`src/verilog/itm_pkg.sv`:
```
// package of constants for the 16-bit interval timer
// assumes a single 40 MHz system clock and a plain strobe register port
//
// Notes on behaviour
// - hidden 16-bit up-counter on selected count clock
// - three-bit select picks one of eight clocks
// - enable low holds clock, resets counter
// - enable starts at FFFF, wraps to zero
// - match clears counter and raises interrupt
// - interval is compare plus one counts
// - compare zero interrupts every count clock
// - compare N counts to N then clears
// - compare register 16 bits, resets zero
// - control register 8 bits, resets zero
// - counting starts within clock-dependent delay
// - tick source starts by second tick edge
// - clear-and-restart only, no free-run
package itm_pkg;
    // ************************************************************
    // register map
    // ************************************************************
    localparam logic [3:0] ITM_ADDR_CTL = 4'h0;
    localparam logic [3:0] ITM_ADDR_CMP = 4'h4;
    localparam logic [3:0] ITM_ADDR_STS = 4'h8;
    localparam logic [3:0] ITM_ADDR_MSK = 4'hc;
    localparam logic [7:0] ITM_CTL_RST = 8'h00;
    localparam logic [15:0] ITM_CMP_RST = 16'h0000;
    localparam logic [15:0] ITM_CNT_IDLE = 16'hffff;
    localparam logic [15:0] ITM_CNT_ZERO = 16'h0000;
    localparam int ITM_CTL_EN_BIT = 7;
    localparam int ITM_CTL_SEL_LSB = 0;
    localparam logic [7:0] ITM_CTL_WMASK = 8'h87;
    // ************************************************************
    // clock select codes
    // ************************************************************
    typedef enum logic [2:0] {
        ITM_SEL_DIV1 = 3'b000,
        ITM_SEL_DIV2 = 3'b001,
        ITM_SEL_DIV4 = 3'b010,
        ITM_SEL_DIV64 = 3'b011,
        ITM_SEL_DIV512 = 3'b100,
        ITM_SEL_TICK = 3'b101,
        ITM_SEL_LOSC8 = 3'b110,
        ITM_SEL_SUB = 3'b111
    } itm_sel_t;
    localparam int ITM_PRE_W = 9;
    localparam int ITM_LOSC_DIV = 8;
    // ************************************************************
    // longest wait before the first count, in system clocks
    // ************************************************************
    localparam int ITM_START_DIV1 = 2;
    localparam int ITM_START_DIV2 = 3;
    localparam int ITM_START_DIV4 = 6;
    localparam int ITM_START_DIV64 = 128;
    localparam int ITM_START_DIV512 = 1024;
    localparam int ITM_START_NONE = 4096;
endpackage

```
`src/verilog/itm_edge.sv`:
```
// rising-edge detector for slow source clocks sampled by clk_i
// assumes the source level is synchronous to clk_i
module itm_edge (
    input wire logic clk_i, // system clock
    input wire logic srst_i, // sync reset
    input wire logic lvl_i, // slow level
    output logic rise_o // one-cycle rise pulse
);
    logic lvl_reg;
    always_ff @(posedge clk_i) begin
        if (srst_i) lvl_reg <= 1'b0;
        else lvl_reg <= lvl_i;
    end
    assign rise_o = lvl_i & ~lvl_reg;
endmodule // itm_edge

```
`src/verilog/itm_cksel.sv`:
```
// count-clock enable generator: prescaler and source select
// assumes all inputs synchronous to clk_i
module itm_cksel
    import itm_pkg::*;
(
    input wire logic clk_i, // system clock
    input wire logic srst_i, // sync reset
    input wire logic run_i, // run enable
    input wire logic [2:0] sel_i, // clock select
    input wire logic tick_i, // watch tick level
    input wire logic losc_i, // low-speed osc level
    input wire logic sub_i, // subclock level
    output logic cnt_en_o // count pulse
);
    logic [ITM_PRE_W-1:0] pre_reg;
    logic [2:0] losc_cnt_reg;
    logic tick_rise;
    logic losc_rise;
    logic sub_rise;
    logic losc8;
    itm_edge u_tick (.clk_i(clk_i), .srst_i(srst_i), .lvl_i(tick_i), .rise_o(tick_rise));
    itm_edge u_losc (.clk_i(clk_i), .srst_i(srst_i), .lvl_i(losc_i), .rise_o(losc_rise));
    itm_edge u_sub (.clk_i(clk_i), .srst_i(srst_i), .lvl_i(sub_i), .rise_o(sub_rise));
    // prescaler cleared while stopped
    always_ff @(posedge clk_i) begin
        if (srst_i || !run_i) pre_reg <= '0;
        else pre_reg <= pre_reg + 1'b1;
    end
    always_ff @(posedge clk_i) begin
        if (srst_i || !run_i) losc_cnt_reg <= '0;
        else if (losc_rise) losc_cnt_reg <= losc_cnt_reg + 1'b1;
    end
    assign losc8 = losc_rise && (losc_cnt_reg == 3'(ITM_LOSC_DIV - 1));
    always_comb begin
        case (itm_sel_t'(sel_i))
            ITM_SEL_DIV1: cnt_en_o = run_i;
            ITM_SEL_DIV2: cnt_en_o = run_i && (pre_reg[0] == 1'b1);
            ITM_SEL_DIV4: cnt_en_o = run_i && (pre_reg[1:0] == 2'h3);
            ITM_SEL_DIV64: cnt_en_o = run_i && (pre_reg[5:0] == 6'h3f);
            ITM_SEL_DIV512: cnt_en_o = run_i && (pre_reg == 9'h1ff);
            ITM_SEL_TICK: cnt_en_o = run_i && tick_rise;
            ITM_SEL_LOSC8: cnt_en_o = run_i && losc8;
            ITM_SEL_SUB: cnt_en_o = run_i && sub_rise;
            default: cnt_en_o = 1'b0;
        endcase
    end
endmodule // itm_cksel

```
`src/verilog/itm_timer.sv`:
```
// 16-bit interval timer top: registers, counter, interrupt
// assumes a plain strobe register port, read data one cycle later
//
// The plain strobed port and the address map were left to the implementer.
module itm_timer
    import itm_pkg::*;
(
    input wire logic clk_i, // 40 MHz system clock
    input wire logic srst_i, // sync reset, active high
    input wire logic [3:0] addr_i, // register byte address
    input wire logic [15:0] wdata_i, // write data
    input wire logic wr_i, // write strobe
    input wire logic rd_i, // read strobe
    output logic [15:0] rdata_o, // read data, cycle after rd_i
    input wire logic watch_timer_tick_i, // watch-timer tick level
    input wire logic low_speed_osc_clock_i, // low-speed osc level
    input wire logic sub_clock_i, // subclock level
    output logic compare_match_irq_o, // match pulse
    output logic irq_o // level interrupt
);
    // ************************************************************
    // registers
    // ************************************************************
    logic [7:0] ctl_reg;
    logic [15:0] cmp_reg;
    logic [15:0] cnt_reg;
    logic sts_reg;
    logic msk_reg;
    logic irq_pulse_reg;
    logic [15:0] rdata_reg;
    logic run_enable_bit;
    logic [2:0] sel;
    logic cnt_en;
    logic match;
    logic wr_ctl;
    logic wr_cmp;
    logic wr_sts;
    logic wr_msk;
    logic [15:0] rd_mux;
    logic [15:0] cnt_next;

    assign run_enable_bit = ctl_reg[ITM_CTL_EN_BIT];
    assign sel = ctl_reg[ITM_CTL_SEL_LSB +: 3];
    assign wr_ctl = wr_i && (addr_i == ITM_ADDR_CTL);
    assign wr_cmp = wr_i && (addr_i == ITM_ADDR_CMP);
    assign wr_sts = wr_i && (addr_i == ITM_ADDR_STS);
    assign wr_msk = wr_i && (addr_i == ITM_ADDR_MSK);

    // ************************************************************
    // register writes
    // ************************************************************
    always_ff @(posedge clk_i) begin
        if (srst_i) ctl_reg <= ITM_CTL_RST;
        else if (wr_ctl) ctl_reg <= wdata_i[7:0] & ITM_CTL_WMASK;
    end
    always_ff @(posedge clk_i) begin
        if (srst_i) cmp_reg <= ITM_CMP_RST;
        else if (wr_cmp) cmp_reg <= wdata_i;
    end
    always_ff @(posedge clk_i) begin
        if (srst_i) msk_reg <= 1'b0;
        else if (wr_msk) msk_reg <= wdata_i[0];
    end

    // ************************************************************
    // count clock and counter
    // ************************************************************
    itm_cksel u_cksel (
        .clk_i(clk_i),
        .srst_i(srst_i),
        .run_i(run_enable_bit),
        .sel_i(sel),
        .tick_i(watch_timer_tick_i),
        .losc_i(low_speed_osc_clock_i),
        .sub_i(sub_clock_i),
        .cnt_en_o(cnt_en)
    );

    // counter never visible to software
    assign match = cnt_en && (cnt_reg == cmp_reg);
    // idle FFFF wraps to 0 on first count; match clears, no free-run
    assign cnt_next = (match || cnt_reg == ITM_CNT_IDLE) ? ITM_CNT_ZERO
                                                        : cnt_reg + 16'h0001;
    always_ff @(posedge clk_i) begin
        if (srst_i || !run_enable_bit) cnt_reg <= ITM_CNT_IDLE;
        else if (cnt_en) cnt_reg <= cnt_next;
    end

    // ************************************************************
    // interrupt
    // ************************************************************
    always_ff @(posedge clk_i) begin
        if (srst_i) irq_pulse_reg <= 1'b0;
        else irq_pulse_reg <= match;
    end
    assign compare_match_irq_o = irq_pulse_reg;
    // set wins over write-one-clear
    always_ff @(posedge clk_i) begin
        if (srst_i) sts_reg <= 1'b0;
        else if (match) sts_reg <= 1'b1;
        else if (wr_sts && wdata_i[0]) sts_reg <= 1'b0;
    end
    assign irq_o = sts_reg & msk_reg;

    // ************************************************************
    // read port
    // ************************************************************
    assign rd_mux = (addr_i == ITM_ADDR_CTL) ? {8'h00, ctl_reg} :
                    (addr_i == ITM_ADDR_CMP) ? cmp_reg :
                    (addr_i == ITM_ADDR_STS) ? {15'h0000, sts_reg} :
                    (addr_i == ITM_ADDR_MSK) ? {15'h0000, msk_reg} : 16'h0000;
    always_ff @(posedge clk_i) begin
        if (srst_i) rdata_reg <= 16'h0000;
        else if (rd_i) rdata_reg <= rd_mux;
        else rdata_reg <= 16'h0000;
    end
    assign rdata_o = rdata_reg;

    // ************************************************************
    // checks
    // ************************************************************
    // start-delay watch: cycles since enable without a count pulse
    logic started_reg;
    logic [10:0] wait_reg;
    function automatic int start_limit(input logic [2:0] s);
        case (itm_sel_t'(s))
            ITM_SEL_DIV1: start_limit = ITM_START_DIV1;
            ITM_SEL_DIV2: start_limit = ITM_START_DIV2;
            ITM_SEL_DIV4: start_limit = ITM_START_DIV4;
            ITM_SEL_DIV64: start_limit = ITM_START_DIV64;
            ITM_SEL_DIV512: start_limit = ITM_START_DIV512;
            default: start_limit = ITM_START_NONE;
        endcase
    endfunction
    always_ff @(posedge clk_i) begin
        if (srst_i || !run_enable_bit) started_reg <= 1'b0;
        else if (cnt_en) started_reg <= 1'b1;
    end
    always_ff @(posedge clk_i) begin
        if (srst_i || !run_enable_bit) wait_reg <= 11'h000;
        else if (!started_reg && wait_reg != 11'h7ff) wait_reg <= wait_reg + 11'h001;
    end
    start_delay_a: assert property (@(posedge clk_i) disable iff (srst_i)
        (run_enable_bit && !started_reg && !cnt_en) |-> int'(wait_reg) + 2 <= start_limit(sel))
        else $error("count start too late");
    match_clears_a: assert property (@(posedge clk_i) disable iff (srst_i)
        match |=> cnt_reg == ITM_CNT_ZERO && compare_match_irq_o)
        else $error("match did not clear counter");
    stop_resets_a: assert property (@(posedge clk_i) disable iff (srst_i)
        !run_enable_bit |=> (cnt_reg == ITM_CNT_IDLE || run_enable_bit))
        else $error("counter not held while stopped");
    zero_every_a: assert property (@(posedge clk_i) disable iff (srst_i)
        (cnt_en && cmp_reg == 16'h0000 && cnt_reg == 16'h0000) |=> compare_match_irq_o)
        else $error("zero compare missed interrupt");
    start_wrap_a: assert property (@(posedge clk_i) disable iff (srst_i)
        (cnt_en && cnt_reg == ITM_CNT_IDLE) |=> cnt_reg == ITM_CNT_ZERO)
        else $error("start did not wrap to zero");
    count_up_a: assert property (@(posedge clk_i) disable iff (srst_i)
        (cnt_en && !match && cnt_reg != ITM_CNT_IDLE) |=> cnt_reg == $past(cnt_reg) + 16'h0001)
        else $error("counter failed to increment");
    no_count_a: assert property (@(posedge clk_i) disable iff (srst_i)
        (!cnt_en && run_enable_bit && $past(run_enable_bit)) |=> $stable(cnt_reg))
        else $error("counter moved without count clock");
    div1_start_a: assert property (@(posedge clk_i) disable iff (srst_i)
        ($rose(run_enable_bit) && sel == ITM_SEL_DIV1) |-> cnt_en)
        else $error("main clock start too late");
    irq_pulse_a: assert property (@(posedge clk_i) disable iff (srst_i)
        compare_match_irq_o |-> $past(match))
        else $error("interrupt pulse without match");
    irq_level_a: assert property (@(posedge clk_i) disable iff (srst_i)
        compare_match_irq_o |-> sts_reg)
        else $error("status not set on match");
    match_cv: cover property (@(posedge clk_i) disable iff (srst_i) compare_match_irq_o);
    zero_cv: cover property (@(posedge clk_i) disable iff (srst_i)
        match && cmp_reg == 16'h0000);
    irq_cv: cover property (@(posedge clk_i) disable iff (srst_i) irq_o);
endmodule // itm_timer

```
`config.mk`:
```
export PLATFORM = sky130hd
export DESIGN_NAME = itm_timer
export DESIGN_NICKNAME = d
export VERILOG_FILES = /design/src/verilog/itm_pkg.sv /design/src/verilog/itm_edge.sv /design/src/verilog/itm_cksel.sv /design/src/verilog/itm_timer.sv
export SDC_FILE = /design/constraint.sdc
export NUM_CORES = 1
export LEC_CHECK = 0
export BUFFER_PORTS_ARGS = -buffer_cell sky130_fd_sc_hd__buf_4
export CAP_MARGIN = 20
export CORE_MARGIN = 2
export CORE_UTILIZATION = 50
export DETAILED_ROUTE_END_ITERATION = 8
export PLACE_DENSITY = 0.71
export SYNTH_ARGS = -nofsm -noshare
export SYNTH_HDL_FRONTEND = slang
export SYNTH_HIERARCHICAL = 1
export SYNTH_SLANG_ARGS = --single-unit
```
`constraint.sdc`:
```
create_clock -name clk_i -period 7.5 [get_ports clk_i]
set_input_delay 0.75 -clock clk_i [delete_from_list [all_inputs] [get_ports clk_i]]
set_output_delay 0.75 -clock clk_i [all_outputs]
set_load 0.005 [all_outputs]
```
Yosys cells after proc, flatten, opt, wreduce, memory -nomap -nowiden. Index checks and enable logic that the tools add are counted.

Bits in registers: 70. Latch bits: 0. RAM bits: 0. Memory bits (read-only): 0. Input port bits: 27. Output and inout port bits: 18. Logic and storage cells: 71. Memories: 0.

$add $sub $neg: 3. $mul: 0. Div/mod/pow operators: 0. Order comparisons: 0. Equal/unequal tests: 16. Shift operators: 0. Mux-type cells: 8. Bitwise gates (word level): 8. Reduce and logical (&&, ||, !) cells: 22.

Operators with widths (count): $mux 16 (2); $add 16x1->16 const B (1); $eq 16x16->1 (1); $eq 16x16->1 const B (1); $eq 3x3->1 const B (5); $logic_and 1x1->1 (14); $add 9x1->9 const B (1); $eq 9x9->1 const B (1); $eq 4x4->1 const B (2); $mux 8 (1); $pmux 1 s8 (1); $eq 3x2->1 const B (2); $eq 6x6->1 const B (1); $and 1x1->1 (4); $eq 4x3->1 const B (1); $logic_not 4->1 (1); $mux 1 (4); $not 1->1 (4); $add 3x1->3 const B (1); $eq 3x1->1 const B (1); $logic_not 3->1 (1); $reduce_or 3->1 (1); $eq 2x2->1 const B (1); $logic_or 1x1->1 (2); other kinds (3) (3).

Longest topological paths before layout.
Depth in word-level cells: 8. Mapped depth: 14.

Hierarchy. Netlist, hierarchy kept.

Modules (own cells, without submodules): itm_timer (instances 1, cells an instance 260, area each 2348.5 um^2); itm_cksel (instances 1, cells an instance 63, area each 555.5 um^2); itm_edge (instances 3, cells an instance 3, area each 47.5 um^2).

Worst setup path after synthesis. No wires, ideal clock.

Kind: register -> register. Start point: register u_cksel.pre_reg[0]. End point: register cnt_reg[10]. Setup time: 120 ps. Arrival: 2541 ps. Setup slack: 4839 ps. Cell stages (with the launch flop): 14. Path buffers: 2. Path through: dfxtp_1 ha_1 nand3_1 nor3_1 ha_1 mux2i_1 nand3b_1 o311a_1 buf_4 clkinv_1 nor3_4 buf_6 o21ai_1 a211o_1.

Longest elaborated chain between the ends: 6.

Ends and longest elaborated chain: start, declared (line itm_cksel.sv:15) `logic [ITM_PRE_W-1:0] pre_reg;`; start signal, assigned (line itm_cksel.sv:27) `else pre_reg <= pre_reg + 1'b1;`; $eq 9x9->1, or another cell as far along (line itm_cksel.sv:40) `ITM_SEL_DIV512: cnt_en_o = run_i && (pre_reg == 9'h1ff);`; $logic_and 1x1->1 (on tied branches) (line itm_cksel.sv:40, itm_cksel.sv:38, itm_cksel.sv:39); $pmux 1 s8 * (line itm_cksel.sv:35) `case (itm_sel_t'(sel_i))`; net cnt_en (line itm_timer.sv:33) `logic cnt_en;`; $logic_and 1x1->1 (line itm_timer.sv:80) `assign match = cnt_en && (cnt_reg == cmp_reg);`; $logic_or 1x1->1 (line itm_timer.sv:82) `assign cnt_next = (match || cnt_reg == ITM_CNT_IDLE) ? ITM_CNT_ZERO`; $mux 16 (line itm_timer.sv:82); end signal, assigned (line itm_timer.sv:86) `else if (cnt_en) cnt_reg <= cnt_next;`; end, declared (line itm_timer.sv:26) `logic [15:0] cnt_reg;`.

The timed path passes the listed nets; every way through them passes the cells marked *. A chain may end at the register's enable or synchronous reset.

Worst setup path in the final report.
Start point: register u_cksel.pre_reg[0]. End point: register cnt_reg[8].

Same word-level chain as after synthesis.

==> results.yml <==
place:
  dp_hpwl_um: 4600
  place.gp.congestion: 0.852
  place_inst: 437
  port_buffers: 44
global_route:
  grt_max_degree: 31
  grt_pass1_wl_um: 10700
  grt.met2_usage: 0.333
  antenna_found_initial: 0
  track_usage: 0.210
  grt_use_met3: 0.0582
  overflow: 0
  use_met1: 0.276
  busiest_layer: "met2"
  grt_pass1_vias: 2283
outcome:
  outcome: "complete, no violations"
floorplan:
  rows: 28
  ios: 45
  die_w_um: 82.1
  initial_utilization: 0.515
  dieArea_um2: 6730
  core_region_area_um2: 5920
  fp.dieH_um: 82.1
job:
  max_cap_violations: 0
synthesis:
  synth_edf_count: 0
  synth.distinct_cells: 46
  synth_ff_type: "dfxtp_1"
  syn-num-nets: 364
  ys_async_sr_fraction: 0
  synth_seq_area_share: 0.460
  synth_seq_cells: 70
  ys_warn_count: 6
  synth_cells: 332
  syn_area_per_cell_um2: 9.18
  synth_area_um2: 3050
setup_path:
  crit_path_start_kind: "register"
  arrival_ns: 3.61
  worstReg2RegEnd: "cnt_reg[8]$_SDFFE_PP1P_"
  timing_worst_setup_path_type: "reg -> reg"
  rr_startpoint: "u_cksel/pre_reg[0]$_SDFF_PP0_"
  critPathRequiredTime_ns: 7.73
  crit_path_start: "u_cksel/pre_reg[0]$_SDFF_PP0_"
  r2r_cells: 11
  critical_path_peak_fanout: 18
  timing.reg2reg.setup_slack_ns: 4.12
  cp-end-kind: "register"
  crit_path_end: "cnt_reg[8]$_SDFFE_PP1P_"
finish:
  syn2layout_area_growth_pct: 17.5
  seqCellArea_um2: 1400
  fill_cells: 533
  multiInputGateArea_um2: 1560
  n_antenna_cell: 0
  drive_above_1_share: 0.193
  nets: 405
  stdcell_count: 453
sta:
  clock-skew-final_ns: 0.00800
  tns_ns: 0
  max-slew-margin-rel: 0.346
  period_share: 0.451
  setup_viol: 0
  hold_viol_final: 0
  fmax_mhz: 296
  slew_violations: 0
  post-route-min-period_ns: 3.38
  tightest_slew_ns: 0.977
  rsz0062_at_grt: "false"
clocking:
  worstSkewPairLatency_ns: 0.34
  clk_pin_slew_ns: 0.07
  cts.sinks: 70
  h-tree-depth: 3
  cts_setup_buffers: 0
  numCtsBuffers: 9
  cts_resized: 0
  cts_root_buf: "clkbuf_8"
  postCtsHoldBufs: 0
  cts_buffer_depth: 2
  cts_tree: "built"
route:
  drt_first_pass_iters: 4
  drc_errors: 0
  via_count: 2418
  vias_per_cell: 5.34
  wl_um: 6280
  drt_iter0_drc: 143
  routedWlPerCell_um: 13.9
  final_antenna_net_count: 0
power:
  ir_drop_mv: 0.151
  power_density_nw_per_um2: 189
  cellLeakagePower_nw: 1.37
min_path:
  hold_path.class: "reg -> reg"
[layout make-up]
class,instances,area share
Timing Repair Buffer,44,0.0923
Clock inverter,5,0.00979
Tap cell,75,0.0262
Clock buffer,11,0.0395
Sequential cell,70,0.392
Inverter,4,0.00420
Multi-Input combinational cell,244,0.436
[report_power, final]
| part | switching, mW | internal, mW |
|---|---|---|
| Sequential | 0.00243 | 0.374 |
| Combinational | 0.0130 | 0.0160 |
| Clock | 0.143 | 0.129 |
| Total | 0.158 | 0.519 |
[per-stage QoR]
| step | util | instance area [um^2] | setup slack [ns] | total power [mW] | hold WS, ns |
|---|---|---|---|---|---|
| 6_report | 0.604 | 3580 | 4.12 | 0.677 | 0.488 |
| 5_1_grt | 0.604 | 3580 | 3.76 | 0.700 | 0.514 |
| 4_1_cts | 0.604 | 3580 | 4.13 | 0.682 | 0.490 |
| 3_5_place_dp | 0.575 | 3400 | 4.15 | 0.414 | 0.472 |
| 3_3_place_gp | 0.575 | 3400 | 4.27 | 0.414 | 0.461 |
| 2_1_floorplan | - | 3050 | 4.84 | 0.399 | 0.441 |
[cell usage after synthesis (6+ instances only)]
cell type / n / area share
mux2i_1: 12 / 0.039
a21oi_1: 25 / 0.041
nand3_1: 11 / 0.018
xor2_1: 21 / 0.060
and3_1: 6 / 0.012
nor2_1: 25 / 0.031
dfxtp_1: 70 / 0.46
nor2b_4: 6 / 0.027
clkbuf_1: 11 / 0.014
o21ai_0: 13 / 0.021
and2_1: 15 / 0.031
nand2b_1: 6 / 0.012
nand2_1: 41 / 0.051
nand4_1: 6 / 0.012
[critical path: stages (launching register included)]
cell      delay, ns
dfxtp_1        0.39
ha_1           0.23
nand3_1        0.18
nor3_1         0.21
ha_1           0.17
mux2i_1        0.06
nand3b_1       0.09
o311a_1        0.37
clkinv_1       0.34
nor3_4         0.63
o21ai_0        0.24
a221o_2        0.36
[cell usage in the layout, fill, tap and decap left out, types with 11 or more instances in the layout]
master   netlist  layout
nor2_1        25      25
nand2_1       41      41
mux2i_1       12      12
nand3_1       11      11
xor2_1        21      21
dfxtp_1       70      70
a21oi_1       25      25
buf_4          1      44
o21ai_0       13      13
and2_1        15      15
[layer usage]
| layer | routed length, um | vias up |
|---|---|---|
| li1 | - | 1238 |
| met1 | 2990 | 1112 |
| met2 | 2790 | 61 |
| met3 | 415 | 7 |
| met4 | 80 | 0 |
| met5 | 0 | - |
[how the worst min path moves through the flow]
stage               depth (start not counted)  slack (ns)                             to                          start
detailed placement                          1        0.47  u_cksel/pre_reg[0]$_SDFF_PP0_  u_cksel/pre_reg[0]$_SDFF_PP0_
floorplan                                   1        0.44  u_cksel/pre_reg[0]$_SDFF_PP0_  u_cksel/pre_reg[0]$_SDFF_PP0_
finish                                      1        0.49  u_cksel/pre_reg[0]$_SDFF_PP0_  u_cksel/pre_reg[0]$_SDFF_PP0_
CTS                                         1        0.49  u_cksel/pre_reg[0]$_SDFF_PP0_  u_cksel/pre_reg[0]$_SDFF_PP0_
global route                                1        0.51  u_cksel/pre_reg[0]$_SDFF_PP0_  u_cksel/pre_reg[0]$_SDFF_PP0_
global placement                            1        0.46  u_cksel/pre_reg[0]$_SDFF_PP0_  u_cksel/pre_reg[0]$_SDFF_PP0_
[cell families (layout without fill, tap and decap cells)]
group | after synthesis | after routing | synth area share
AND/OR/NAND/NOR | 145 | 145 | 0.265
flip-flops | 70 | 70 | 0.460
AO/OA/AOI/OAI | 57 | 57 | 0.115
XOR/XNOR | 25 | 25 | 0.0719
buffers and inverters | 18 | 64 | 0.0275
multiplexers | 12 | 12 | 0.0394
adder cells (fa/ha/maj) | 5 | 5 | 0.0205
No activity file was read; power rests on OpenSTA's default activity.
